==> config.mk <==
export PLATFORM = sky130hd
export DESIGN_NAME = autoneg_status_registers
export DESIGN_NICKNAME = d
export VERILOG_FILES = /design/src/rtl/parallel_detect_monitor.v /design/src/rtl/autoneg_status_registers.v
export VERILOG_INCLUDE_DIRS = /design/src /design/src/rtl
export SDC_FILE = /design/constraint.sdc
export NUM_CORES = 1
export LEC_CHECK = 0
export ABC_AREA = 0
export BUFFER_PORTS_ARGS = -buffer_cell sky130_fd_sc_hd__buf_2
export CAP_MARGIN = 20
export CORE_MARGIN = 2
export CORE_UTILIZATION = 50
export DETAILED_ROUTE_END_ITERATION = 16
export PLACE_DENSITY = 0.77
export SYNTH_ARGS = -nofsm -noshare
export SYNTH_HDL_FRONTEND = slang
export SYNTH_SLANG_ARGS = --single-unit
==> constraint.sdc <==
create_clock -name clk -period 2.88 [get_ports clk]
set_input_delay 0.288 -clock clk [delete_from_list [all_inputs] [get_ports clk]]
set_output_delay 0.288 -clock clk [all_outputs]
set_load 0.005 [all_outputs]
==> src/rtl/autoneg_status_defs.vh <==
// constants for the auto-negotiation status register bank
// ==========================================================
`ifndef AUTONEG_STATUS_DEFS_VH
`define AUTONEG_STATUS_DEFS_VH

// register indices, byte address is four times the index
`define REG_IDX_STATUS      8'h01
`define REG_IDX_PARTNER     8'h05
`define REG_IDX_EXPANSION   8'h06
`define REG_IDX_CONTROL     8'h10
`define APB_ADDR_W          10

// arbitration state codes presented by the arbitration machine
`define ARB_TRANSMIT_DISABLE 4'h0
`define ARB_ABILITY_DETECT   4'h1
`define ARB_ACK_DETECT       4'h2
`define ARB_COMPLETE_ACK     4'h3
`define ARB_NEXT_PAGE_WAIT   4'h4
`define ARB_LINK_CHECK       4'h5
`define ARB_PD_FAULT         4'h6
`define ARB_LINK_GOOD_CHECK  4'h7
`define ARB_FLP_LINK_GOOD    4'h8
`define ARB_RESET_STATE      4'hF

// status register fields
`define ST_BIT_LINK          2
`define ST_BIT_AN_ABLE       3
`define ST_BIT_RFAULT        4
`define ST_BIT_AN_DONE       5

// expansion register fields
`define EX_BIT_LP_AN_ABLE    0
`define EX_BIT_PAGE_RX       1
`define EX_BIT_NP_ABLE       2
`define EX_BIT_LP_NP_ABLE    3
`define EX_BIT_PD_FAULT      4

// codeword fields
`define CW_BIT_RFAULT        13
`define CW_BIT_NP            15

// control register fields and reset value
`define CTL_BIT_PD_EN        0
`define CTL_RESET            1'b1

// codewords loaded after parallel detection of a legacy link
`define PD_WORD_10T          16'h0021
`define PD_WORD_100TX        16'h0081
`define PD_WORD_100T4        16'h0201

// parallel detection wait timer
`define AN_WAIT_MS           500
`define CLK_KHZ              25000
`define AN_WAIT_CYCLES       (`AN_WAIT_MS * `CLK_KHZ)

`endif

==> src/rtl/parallel_detect_monitor.v <==
// parallel detection window timer and fault / technology decision
`default_nettype none
`include "autoneg_status_defs.vh"

module parallel_detect_monitor #(
  parameter WAIT_CYCLES = `AN_WAIT_CYCLES,
  parameter CNT_W       = 24
) (
  // clock and reset
  input  wire        clk,
  input  wire        rst,
  // control
  input  wire        enable,
  input  wire        start,
  input  wire        inCheck,
  // per PMA link ready: 0 10T, 1 100TX, 2 100T4
  input  wire [2:0]  pmaReady,
  // results
  output reg         faultPulse,
  output reg         loadPulse,
  output reg  [15:0] techWord
);

  reg             active_q;
  reg [CNT_W-1:0] count_q;
  wire            expired;
  wire            multi;
  wire            none;

  assign expired = (count_q == WAIT_CYCLES[CNT_W-1:0] - {{(CNT_W-1){1'b0}}, 1'b1});
  assign multi   = (pmaReady[0] & pmaReady[1]) | (pmaReady[0] & pmaReady[2]) | (pmaReady[1] & pmaReady[2]);
  assign none    = ~(|pmaReady);

  // window runs from start until timer expiry, a multiple-ready fault, state exit or disable
  always @(posedge clk) begin
    faultPulse <= 1'b0;
    loadPulse  <= 1'b0;
    if (rst) begin
      active_q <= 1'b0;
      count_q  <= {CNT_W{1'b0}};
      techWord <= 16'h0000;
    end else if (start && enable) begin
      active_q <= 1'b1;
      count_q  <= {CNT_W{1'b0}};
    end else if (active_q && (!inCheck || !enable)) begin
      active_q <= 1'b0;
    end else if (active_q) begin
      count_q <= count_q + {{(CNT_W-1){1'b0}}, 1'b1};
      if (multi) begin
        faultPulse <= 1'b1;
        active_q   <= 1'b0;
      end else if (expired) begin
        active_q <= 1'b0;
        if (none) begin
          faultPulse <= 1'b1;
        end else begin
          loadPulse <= 1'b1;
          if (pmaReady[0]) begin
            techWord <= `PD_WORD_10T;
          end else if (pmaReady[1]) begin
            techWord <= `PD_WORD_100TX;
          end else begin
            techWord <= `PD_WORD_100T4;
          end
        end
      end
    end
  end

endmodule
`default_nettype wire

==> src/rtl/autoneg_status_registers.v <==
// management status registers of the auto-negotiation unit over APB
//
// Register access over APB was left to the implementer.
`default_nettype none
`include "autoneg_status_defs.vh"

module autoneg_status_registers #(
  parameter        WAIT_CYCLES   = `AN_WAIT_CYCLES,
  parameter [4:0]  ABILITY_BITS  = 5'h0F,
  parameter        LOCAL_NP_ABLE = 1
) (
  // clock and reset
  input  wire                   clk,
  input  wire                   rst,
  // apb slave
  input  wire                   psel,
  input  wire                   penable,
  input  wire                   pwrite,
  input  wire [`APB_ADDR_W-1:0] paddr,
  input  wire [31:0]            pwdata,
  output wire                   pready,
  output reg  [31:0]            prdata,
  output wire                   pslverr,
  // arbitration machine view
  input  wire [3:0]             arbState,
  input  wire [15:0]            rxCodeword,
  input  wire                   linkStatus,
  input  wire [2:0]             pmaReady
);

  // ==========================================================
  // state tracking
  reg  [3:0]  prevState_q;
  wire        enterAbility;
  wire        enterAckDetect;
  wire        enterCompleteAck;
  wire        enterLinkGood;
  wire        enterLinkCheck;

  // entry means the state differs from the one seen a cycle ago; the
  // reset code matches no real state, so the state present when reset
  // lifts counts as entered
  always @(posedge clk) begin
    if (rst) begin
      prevState_q <= `ARB_RESET_STATE;
    end else begin
      prevState_q <= arbState;
    end
  end

  assign enterAbility     = (arbState == `ARB_ABILITY_DETECT) && (prevState_q != `ARB_ABILITY_DETECT);
  assign enterAckDetect   = (arbState == `ARB_ACK_DETECT) && (prevState_q != `ARB_ACK_DETECT);
  assign enterCompleteAck = (arbState == `ARB_COMPLETE_ACK) && (prevState_q != `ARB_COMPLETE_ACK);
  assign enterLinkGood    = (arbState == `ARB_FLP_LINK_GOOD) && (prevState_q != `ARB_FLP_LINK_GOOD);
  assign enterLinkCheck   = (arbState == `ARB_LINK_CHECK) && (prevState_q != `ARB_LINK_CHECK);

  // ==========================================================
  // apb decode
  wire [7:0]  regIdx;
  wire        wordAligned;
  wire        hitStatus;
  wire        hitPartner;
  wire        hitExpansion;
  wire        hitControl;
  wire        mapped;
  wire        setupPhase;
  wire        accessDone;
  wire        readDone;
  wire        writeDone;
  wire        readStatus;
  wire        readExpansion;

  // one 16-bit register sits in the low half of each aligned word:
  //   index 0x01 status, 0x05 partner ability (read only),
  //   index 0x06 expansion, 0x10 parallel detection control;
  // anything else, or an unaligned address, answers with pslverr
  assign regIdx       = paddr[9:2];
  assign wordAligned  = (paddr[1:0] == 2'b00);
  assign hitStatus    = wordAligned && (regIdx == `REG_IDX_STATUS);
  assign hitPartner   = wordAligned && (regIdx == `REG_IDX_PARTNER);
  assign hitExpansion = wordAligned && (regIdx == `REG_IDX_EXPANSION);
  assign hitControl   = wordAligned && (regIdx == `REG_IDX_CONTROL);
  assign mapped       = hitStatus | hitPartner | hitExpansion | hitControl;

  // zero wait state slave: every access phase completes at once
  assign pready        = 1'b1;
  assign setupPhase    = psel & ~penable;
  assign accessDone    = psel & penable;
  assign readDone      = accessDone & ~pwrite & mapped;
  assign writeDone     = accessDone & pwrite & mapped;
  assign pslverr       = accessDone & ~mapped;
  assign readStatus    = readDone & hitStatus;
  assign readExpansion = readDone & hitExpansion;

  // ==========================================================
  // flags that the read in progress has already put on the bus
  wire        rfReported;
  wire        pdFaultReported;
  wire        pageRxReported;

  // prdata still holds the word loaded at the setup edge, so a read clears
  // only what it returned; a set landing on that setup edge stays latched
  assign rfReported      = readStatus & prdata[`ST_BIT_RFAULT];
  assign pdFaultReported = readExpansion & prdata[`EX_BIT_PD_FAULT];
  assign pageRxReported  = readExpansion & prdata[`EX_BIT_PAGE_RX];

  // ==========================================================
  // control register, the only writable one
  reg         pdEnable_q;

  // writes elsewhere, partner ability included, are dropped
  always @(posedge clk) begin
    if (rst) begin
      pdEnable_q <= `CTL_RESET;
    end else if (writeDone && hitControl) begin
      pdEnable_q <= pwdata[`CTL_BIT_PD_EN];
    end
  end

  // ==========================================================
  // parallel detection
  wire        pdFaultEvt;
  wire        pdLoadEvt;
  wire [15:0] pdTechWord;
  wire        inLinkCheck;

  // smallest counter width that still reaches the last window cycle
  function integer widthFor;
    input integer count;
    integer rest;
    begin
      widthFor = 1;
      rest     = count - 1;
      while (rest > 1) begin
        rest     = rest >> 1;
        widthFor = widthFor + 1;
      end
    end
  endfunction

  localparam PD_CNT_W = widthFor(WAIT_CYCLES);

  // the window only runs while the arbitration sits in link check
  assign inLinkCheck = (arbState == `ARB_LINK_CHECK);

  parallel_detect_monitor #(
    .WAIT_CYCLES (WAIT_CYCLES),
    .CNT_W       (PD_CNT_W)
  ) u_pd (
    .clk        (clk),
    .rst        (rst),
    .enable     (pdEnable_q),
    .start      (enterLinkCheck),
    .inCheck    (inLinkCheck),
    .pmaReady   (pmaReady),
    .faultPulse (pdFaultEvt),
    .loadPulse  (pdLoadEvt),
    .techWord   (pdTechWord)
  );

  // ==========================================================
  // partner ability capture
  reg  [15:0] lpAbility_q;
  reg         basePage_q;
  reg         lpNpAble_q;
  wire        baseRx;

  assign baseRx = enterCompleteAck & basePage_q;

  // first page after ability detect is the base page
  always @(posedge clk) begin
    if (rst) begin
      basePage_q <= 1'b1;
    end else if (enterAbility) begin
      basePage_q <= 1'b1;
    end else if (enterCompleteAck) begin
      basePage_q <= 1'b0;
    end
  end

  // every received page lands here on the same edge that page received rises
  always @(posedge clk) begin
    if (rst) begin
      lpAbility_q <= 16'h0000;
      lpNpAble_q  <= 1'b0;
    end else if (enterCompleteAck) begin
      lpAbility_q <= rxCodeword;
      if (baseRx) begin
        lpNpAble_q <= rxCodeword[`CW_BIT_NP];
      end
    end else if (pdLoadEvt) begin
      lpAbility_q <= pdTechWord;
      lpNpAble_q  <= 1'b0;
    end
  end

  // ==========================================================
  // latched flags: set wins over clear-on-read
  reg         remoteFault_q;
  reg         pdFault_q;
  reg         pageRx_q;
  reg         lpAnAble_q;
  wire        rfSet;
  wire        rfClear;

  // only the base page carries a remote fault; a link, or a read that
  // returned the bit, drops it again
  assign rfSet   = baseRx & rxCodeword[`CW_BIT_RFAULT];
  assign rfClear = rfReported | enterLinkGood;

  // remote fault flag, set wins over a clear in the same cycle
  always @(posedge clk) begin
    if (rst) begin
      remoteFault_q <= 1'b0;
    end else if (rfSet) begin
      remoteFault_q <= 1'b1;
    end else if (rfClear) begin
      remoteFault_q <= 1'b0;
    end
  end

  // parallel detection fault
  always @(posedge clk) begin
    if (rst) begin
      pdFault_q <= 1'b0;
    end else if (pdFaultEvt) begin
      pdFault_q <= 1'b1;
    end else if (pdFaultReported) begin
      pdFault_q <= 1'b0;
    end
  end

  // page received
  always @(posedge clk) begin
    if (rst) begin
      pageRx_q <= 1'b0;
    end else if (enterCompleteAck) begin
      pageRx_q <= 1'b1;
    end else if (enterAckDetect || pageRxReported) begin
      pageRx_q <= 1'b0;
    end
  end

  // link partner is auto-negotiation able
  always @(posedge clk) begin
    if (rst) begin
      lpAnAble_q <= 1'b0;
    end else if (enterAckDetect) begin
      lpAnAble_q <= 1'b1;
    end else if (enterAbility) begin
      lpAnAble_q <= 1'b0;
    end
  end

  // ==========================================================
  // read data
  reg  [15:0] statusWord;
  reg  [15:0] expansionWord;
  reg  [15:0] readWord;

  // status word from the live flags and pins
  always @* begin
    statusWord                   = 16'h0000;
    statusWord[15:11]            = ABILITY_BITS;
    statusWord[`ST_BIT_AN_DONE]  = (arbState == `ARB_FLP_LINK_GOOD);
    statusWord[`ST_BIT_RFAULT]   = remoteFault_q;
    statusWord[`ST_BIT_AN_ABLE]  = 1'b1;
    statusWord[`ST_BIT_LINK]     = linkStatus;
  end

  // expansion word; page received stays hidden in acknowledge detect
  always @* begin
    expansionWord                     = 16'h0000;
    expansionWord[`EX_BIT_PD_FAULT]   = pdFault_q;
    expansionWord[`EX_BIT_LP_NP_ABLE] = lpNpAble_q;
    expansionWord[`EX_BIT_NP_ABLE]    = (LOCAL_NP_ABLE != 0);
    expansionWord[`EX_BIT_PAGE_RX]    = pageRx_q & (arbState != `ARB_ACK_DETECT);
    expansionWord[`EX_BIT_LP_AN_ABLE] = lpAnAble_q;
  end

  // word of the addressed register
  always @* begin
    readWord = 16'h0000;
    if (hitStatus) begin
      readWord = statusWord;
    end else if (hitPartner) begin
      readWord = lpAbility_q;
    end else if (hitExpansion) begin
      readWord = expansionWord;
    end else if (hitControl) begin
      readWord = {15'h0000, pdEnable_q};
    end
  end

  // read data is sampled in the setup cycle, before any clear, and
  // stands through the access cycle until the next read setup
  always @(posedge clk) begin
    if (rst) begin
      prdata <= 32'h00000000;
    end else if (setupPhase && !pwrite) begin
      prdata <= {16'h0000, readWord};
    end
  end

endmodule
`default_nettype wire

==> flow_metrics.py, run 1 <==
metrics = {
    "run_status": {
        "outcome": "finished, final reports clean",
    },
    "clocking": {
        "clk_latency_ns": 0.35,
        "post_cts_buffers": 0,
        "cts_max_path_buffers": 2,
        "cts_resized": 0,
        "h-tree-depth": 3,
        "cts_tree": "built",
        "cts_root_buffer": "clkbuf_8",
        "cts_hold_buf": 0,
        "cts_sinks": 74,
        "cts-buffers-inserted": 9,
        "clkTransAtPathRegs_ns": 0.08,
    },
    "synthesis": {
        "yosysWarnings": 0,
        "netlist_area_mm2": 0.00370,
        "syn_inst": 430,
        "ys_async_sr_fraction_pct": 0,
        "seq_area_frac_synth_pct": 40.0,
        "avgSynthCellArea_um2": 8.61,
        "synth_edf_count": 0,
        "ys_seq_elements": 74,
        "synth.distinct_cells": 61,
        "synth_flop_cell": "dfxtp_1",
    },
    "floorplan": {
        "rows": 31,
        "initial_core_util_pct": 51.3,
        "dieWidth_um": 90.0,
        "dieHeight_um": 90.0,
        "die_area_mm2": 0.00811,
        "num_io_pins": 105,
        "coreArea_mm2": 0.00721,
    },
    "critical_path": {
        "end_kind": "flop",
        "cpPeakStageDelay_ns": 0.70,
        "path_cells": "or4b_2, nor4_1, a21oi_1, o2111a_1",
        "crit_required_ns": 3.12,
        "cp_max_fo": 6,
        "slowest_stage": "or4b_2",
        "critPathKind": "reg2reg",
        "path_delay_family": "simple AND/OR/NAND/NOR gates",
        "cp.arrival_ns": 2.29,
        "path_buf_inv": 0,
        "start_kind": "flop",
    },
    "sta": {
        "finalMaxSlewViolations": 0,
        "finalSetupTns_ns": 0,
        "setup_viol": 0,
        "rsz0062_at_grt": "no",
        "clock_skew_ns": 0.0101,
        "timing.final.crit_share_pct": 71.1,
        "relSlewSlack_pct": 37.3,
        "hold_viol_final": 0,
        "max_freq_mhz": 488,
        "tightest_slew_ns": 0.936,
        "worst_slack_ns": 0.832,
        "period_minus_slack_ns": 2.05,
    },
    "drt": {
        "wl_met3_um": 494,
        "viasPerCell": 5.86,
        "wl_per_cell_um": 14.9,
        "ant_nets": 0,
        "first_pass_iters": 4,
        "wirelength_met1_um": 3930,
        "drt-total-wl_um": 8620,
        "met2_length_um": 4070,
        "vias": 3387,
        "drtIter0Drc": 220,
        "top_layer": "met4",
        "drcViolationCount": 0,
    },
    "placement": {
        "dp.cells": 563,
        "dp_hpwl_um": 6000,
        "place.gp.congestion": 0.844,
        "pre_cts_ws_ns": 0.897,
        "port_buffers": 56,
    },
    "power": {
        "p_leak_nw": 1.59,
        "power-per-cell-area_mw_per_mm2": 510,
        "ir_drop_mv": 0.332,
        "totalPowerFinal_w": 0.00215,
    },
    "layout": {
        "finalNonFillerCells": 578,
        "nets": 547,
        "drive_above_1_share_pct": 19.2,
        "syn_to_final_growth_pct": 13.8,
        "nFillCells": 665,
        "diodes": 0,
    },
    "global_route": {
        "track_usage_pct": 21.6,
        "antenna_found_initial": 0,
        "grt_pass1_wl_um": 14400,
        "grt-ovfl-total": 0,
        "grt_pass1_vias": 3025,
        "grt_max_degree": 42,
    },
    "hold_path": {
        "hold_path_class": "in2reg",
    },
    "run": {
        "drv_cap": 0,
    },
}
==> placed cells by master (no fill, tap or decap), types with 7 or more instances in the layout <==
cell	instances
nand2b_1	8
conb_1	17
nand3_1	20
clkbuf_8	9
dfxtp_1	74
nor4_1	9
nand4_1	12
buf_2	56
nand3b_1	15
mux2i_1	16
nor2_1	30
a21oi_1	33
inv_1	8
or4_1	10
o31ai_1	7
o21ai_0	7
nand2_1	43
a211oi_1	7
==> cell usage after synthesis, types with 6 or more instances <==
| library cell | n | area [um^2] |
|---|---|---|
| a211oi_1 | 7 | 52.6 |
| a21oi_1 | 33 | 165 |
| a32oi_1 | 6 | 52.6 |
| buf_4 | 18 | 135 |
| clkbuf_1 | 18 | 67.6 |
| dfxtp_1 | 74 | 1480 |
| inv_1 | 8 | 30.0 |
| mux2i_1 | 16 | 160 |
| nand2_1 | 43 | 161 |
| nand2b_1 | 8 | 50.1 |
| nand3_1 | 20 | 100 |
| nand3b_1 | 15 | 113 |
| nand4_1 | 12 | 75.1 |
| nor2_1 | 30 | 113 |
| nor4_1 | 9 | 56.3 |
| o21ai_0 | 7 | 35.0 |
| o31ai_1 | 7 | 52.6 |
| or4_1 | 10 | 75.1 |
| xor2_1 | 6 | 52.6 |
==> layer usage <==
layer | track usage (%) | up-vias
li1 | - | 1643
met4 | 8.08 | 0
met1 | 29.8 | 1616
met3 | 3.27 | 11
met2 | 34.2 | 117
met5 | 0 | -
==> worst paths after layout <==
check,startpoint,to,slack (ns),depth (start not counted)
worst min register to register,prdata[11]$_SDFFE_PP0P_,prdata[11]$_SDFFE_PP0P_,0.45,2
worst min-delay path,rxCodeword[11],lpAbility_q[11]$_SDFFE_PP0P_,0.17,3
worst max-delay path,u_pd.count_q[5]$_SDFFE_PP0P_,u_pd.active_q$_SDFF_PP0_,0.83,4
worst max register to register,u_pd.count_q[5]$_SDFFE_PP0P_,u_pd.active_q$_SDFF_PP0_,0.83,4
==> worst register-to-register path, cell delays in order (launching register included) <==
cell and delay (ns):
dfxtp_1 0.37, or4b_2 0.70, nor4_1 0.47, a21oi_1 0.15, o2111a_1 0.25
==> registers in the layout (all words and copies together) (netlist names) <==
| signal | cells |
|---|---|
| basePage_q | 1 |
| u_pd.faultPulse | 1 |
| prevState_q | 4 |
| u_pd.techWord | 4 |
| prdata | 16 |
| pdFault_q | 1 |
| lpAbility_q | 16 |
| u_pd.active_q | 1 |
| lpNpAble_q | 1 |
| lpAnAble_q | 1 |
| u_pd.count_q | 24 |
| pageRx_q | 1 |
| u_pd.loadPulse | 1 |
| remoteFault_q | 1 |
| pdEnable_q | 1 |
==> stage by stage <==
stage	cell area (um^2)	hold slack [ns]	util (%)
floorplan	3760	0.373	-
global placement	3970	0.436	55.0
detailed placement	3970	0.444	55.0
CTS	4210	0.157	58.4
global route	4210	0.168	58.4
finish	4210	0.165	58.4
==> layout make-up <==
class / count / area [um^2] / share of cell area [%]
multi-input combinational: 321 / 2020 / 48.0
sequential: 74 / 1480 / 35.2
timing repair buffer: 60 / 310 / 7.37
clock buffer: 9 / 124 / 2.94
tap: 99 / 124 / 2.94
clock inverter: 6 / 115 / 2.73
inverter: 9 / 33.8 / 0.802
==> power by group <==
group	internal, W	total, W	switching (W)
Sequential	0.00103	0.00104	0.00000835
Combinational	0.0000503	0.000136	0.0000862
Clock	0.000575	0.000967	0.000392
==> cell families after synthesis <==
group,after synthesis,share of synthesized area (%)
AND/OR/NAND/NOR,192,30.3
AO/OA/AOI/OAI,84,15.0
flip-flops,74,40.0
buffers and inverters,50,7.03
multiplexers,18,4.94
XOR/XNOR,9,2.13
other,2,0.203
adder cells (fa/ha/maj),1,0.338
Power figures use the tool's default switching activity.
==> inputs of run 2 (changes only) <==
Settings changed: CORE_UTILIZATION 50 to 47, PLACE_DENSITY 0.77 to 0.76.
Clock period 2.88 ns to 1.7 ns, I/O delays scaled along.
==> run 2 against run 1 <==
- the flow now finishes with violations (setup timing)
- setup slack lost 0.87 ns
- clock-buffer cell count grew 1
- combinational power grew 94%
- via count grew 6.8%
- non-clock buffer count grew 49
- clock power grew 42%
- first-iteration DRC count grew 58%
- flip-flop and latch count is the same
- cell area grew 12%
- die area grew 6.1%
- critical path type unchanged
- largest cell class unchanged
- largest power group unchanged
==> flow_metrics.py, run 2 (synthesized netlist as in run 1, its figures left out) <==
metrics = {
    "run_status": {
        "outcome": "finished with violations",
        "violations": "setup timing",
    },
    "drt": {
        "wirelength_met1_um": 4440,
        "met2_length_um": 4660,
        "first_pass_iters": 5,
        "viasPerCell": 5.72,
        "ant_nets": 0,
        "wl_per_cell_um": 15.6,
        "vias": 3618,
        "top_layer": "met4",
        "drcViolationCount": 0,
        "wl_met3_um": 557,
        "drt-total-wl_um": 9850,
        "drtIter0Drc": 347,
    },
    "sta": {
        "worst_slack_ns": -0.0340,
        "relSlewSlack_pct": 59.2,
        "period_minus_slack_ns": 1.73,
        "clock_skew_ns": 0.0106,
        "timing.final.crit_share_pct": 102,
        "max_freq_mhz": 577,
        "setup_viol": 1,
        "hold_viol_final": 0,
        "tightest_slew_ns": 0.611,
        "finalMaxSlewViolations": 0,
        "rsz0062_at_grt": "yes",
        "fin_hold_ws_ns": 0.0419,
    },
    "floorplan": {
        "dieWidth_um": 92.7,
        "die_area_mm2": 0.00860,
        "dieHeight_um": 92.7,
        "initial_core_util_pct": 48.1,
        "rows": 32,
        "coreArea_mm2": 0.00769,
        "num_io_pins": 105,
    },
    "clocking": {
        "h-tree-depth": 3,
        "cts_tree": "built",
        "cts-buffers-inserted": 9,
        "clk_latency_ns": 0.36,
        "cts_hold_buf": 0,
        "cts_max_path_buffers": 2,
        "cts_sinks": 74,
        "cts_root_buffer": "clkbuf_8",
        "clkTransAtPathRegs_ns": 0.08,
    },
    "critical_path": {
        "rr_worst_depth": 6,
        "end_kind": "flop",
        "slowest_stage": "or4_4",
        "reg2reg_setup_slack_ns": -0.03,
        "cpPeakStageDelay_ns": 0.49,
        "cp.arrival_ns": 2.03,
        "cp_max_fo": 9,
        "path_cells": "buf_4, nand3_1, or2_4, buf_12, or4_4, a21oi_2",
        "start_kind": "flop",
        "r2r_start": "u_pd.count_q[8]$_SDFFE_PP0P_",
        "r2r-end": "u_pd.count_q[16]$_SDFFE_PP0P_",
        "critPathKind": "reg2reg",
        "crit_required_ns": 1.99,
    },
    "hold_path": {
        "hp-start": "rxCodeword[11]",
        "hold_path_depth": 3,
        "hold_path_class": "in2reg",
        "hold_path_end": "lpAbility_q[11]$_SDFFE_PP0P_",
    },
    "run": {
        "drv_cap": 0,
    },
    "layout": {
        "syn_to_final_growth_pct": 27.9,
        "registers.top_by_ff_count": "u_pd.count_q",
        "final_cell_mix": "dfxtp_1 (61), buf_2 (56), buf_4 (48)",
        "drive_above_1_share_pct": 33.2,
        "largest_reg_flops": 24,
        "nets": 597,
        "diodes": 0,
        "top_regs": "u_pd.count_q x24, lpAbility_q x16, prdata x16",
        "finalNonFillerCells": 632,
        "final_common_cell": "dfxtp_1",
    },
    "power": {
        "p_leak_nw": 1.86,
        "ir_drop_mv": 0.412,
        "totalPowerFinal_w": 0.00339,
        "power-per-cell-area_mw_per_mm2": 717,
    },
    "placement": {
        "place.gp.congestion": 0.938,
        "dp_hpwl_um": 6460,
        "port_buffers": 56,
        "dp.cells": 612,
    },
    "global_route": {
        "grt_pass1_wl_um": 15200,
        "grt-ovfl-total": 0,
        "grt_pass1_vias": 3337,
        "antenna_found_initial": 0,
        "grt_max_degree": 39,
        "track_usage_pct": 21.8,
    },
}
[run 2: power breakdown]
group | internal (W) | total [W] | switching, W | leakage (nW)
Sequential | 0.00175 | 0.00176 | 0.0000144 | 0.603
Clock | 0.000681 | 0.00137 | 0.000685 | 0.0966
Combinational | 0.000106 | 0.000264 | 0.000159 | 1.16
Total | 0.00254 | 0.00339 | 0.000858 | 1.86
[run 2: layer usage]
| layer | GRT usage (%) | up-vias |
|---|---|---|
| met5 | 0 | - |
| met4 | 8.82 | 0 |
| met3 | 3.74 | 13 |
| met2 | 35.3 | 133 |
| met1 | 29.0 | 1721 |
| li1 | - | 1751 |
[run 2: worst max-delay path: cells and delay by family (launching register included)]
kind | cells | cell delay (ns)
buffers and inverters | 2 | 0.25
and+or+nand+nor | 3 | 0.90
AOI/OAI and AO/OA | 1 | 0.15
DFF | 1 | 0.37
[run 2: cell type report]
| cell class | count | area [um^2] |
|---|---|---|
| Multi-Input combinational cell | 322 | 2150 |
| Fill cell | 633 | 2960 |
| Tap cell | 102 | 128 |
| Sequential cell | 74 | 1500 |
| Inverter | 9 | 33.8 |
| Clock inverter | 6 | 65.1 |
| Timing Repair Buffer | 109 | 728 |
| Clock buffer | 10 | 128 |
[run 2: what timing repair did]
action	CTS	global route
pin swaps	1	8
gates cloned	0	2
resized for setup	6	35
endpoints found under the setup margin	13	35
setup buffers	0	2
[run 2: how the worst max path moves through the flow]
| stage | start | to | slack, ns | cells after the start |
|---|---|---|---|---|
| after global routing | u_pd.count_q[5]$_SDFFE_PP0P_ | u_pd.count_q[16]$_SDFFE_PP0P_ | -0.07 | 6 |
| after detailed placement | pdEnable_q$_SDFFE_PP1P_ | u_pd.count_q[20]$_SDFFE_PP0P_ | -0.06 | 4 |
| final | u_pd.count_q[8]$_SDFFE_PP0P_ | u_pd.count_q[16]$_SDFFE_PP0P_ | -0.03 | 6 |
| after floorplan | u_pd.count_q[5]$_SDFFE_PP0P_ | u_pd.active_q$_SDFF_PP0_ | 0.02 | 4 |
| after CTS | u_pd.count_q[5]$_SDFFE_PP0P_ | u_pd.count_q[14]$_SDFFE_PP0P_ | -0.0005 | 6 |
| after global placement | u_pd.count_q[7]$_SDFFE_PP0P_ | u_pd.techWord[9]$_SDFFE_PP0P_ | -0.05 | 5 |
[run 2: stage by stage]
step,cell area (um^2),utilization [%],worst slack [ns],setup TNS (ns)
after global routing,4730,61.6,-0.0732,-0.550
after detailed placement,4340,56.5,-0.0580,-0.405
final,4730,61.6,-0.0340,-0.0340
after CTS,4560,59.4,-0.000478,-0.000478
after global placement,4340,56.5,-0.0514,-0.105
after floorplan,3760,-,0.0186,0
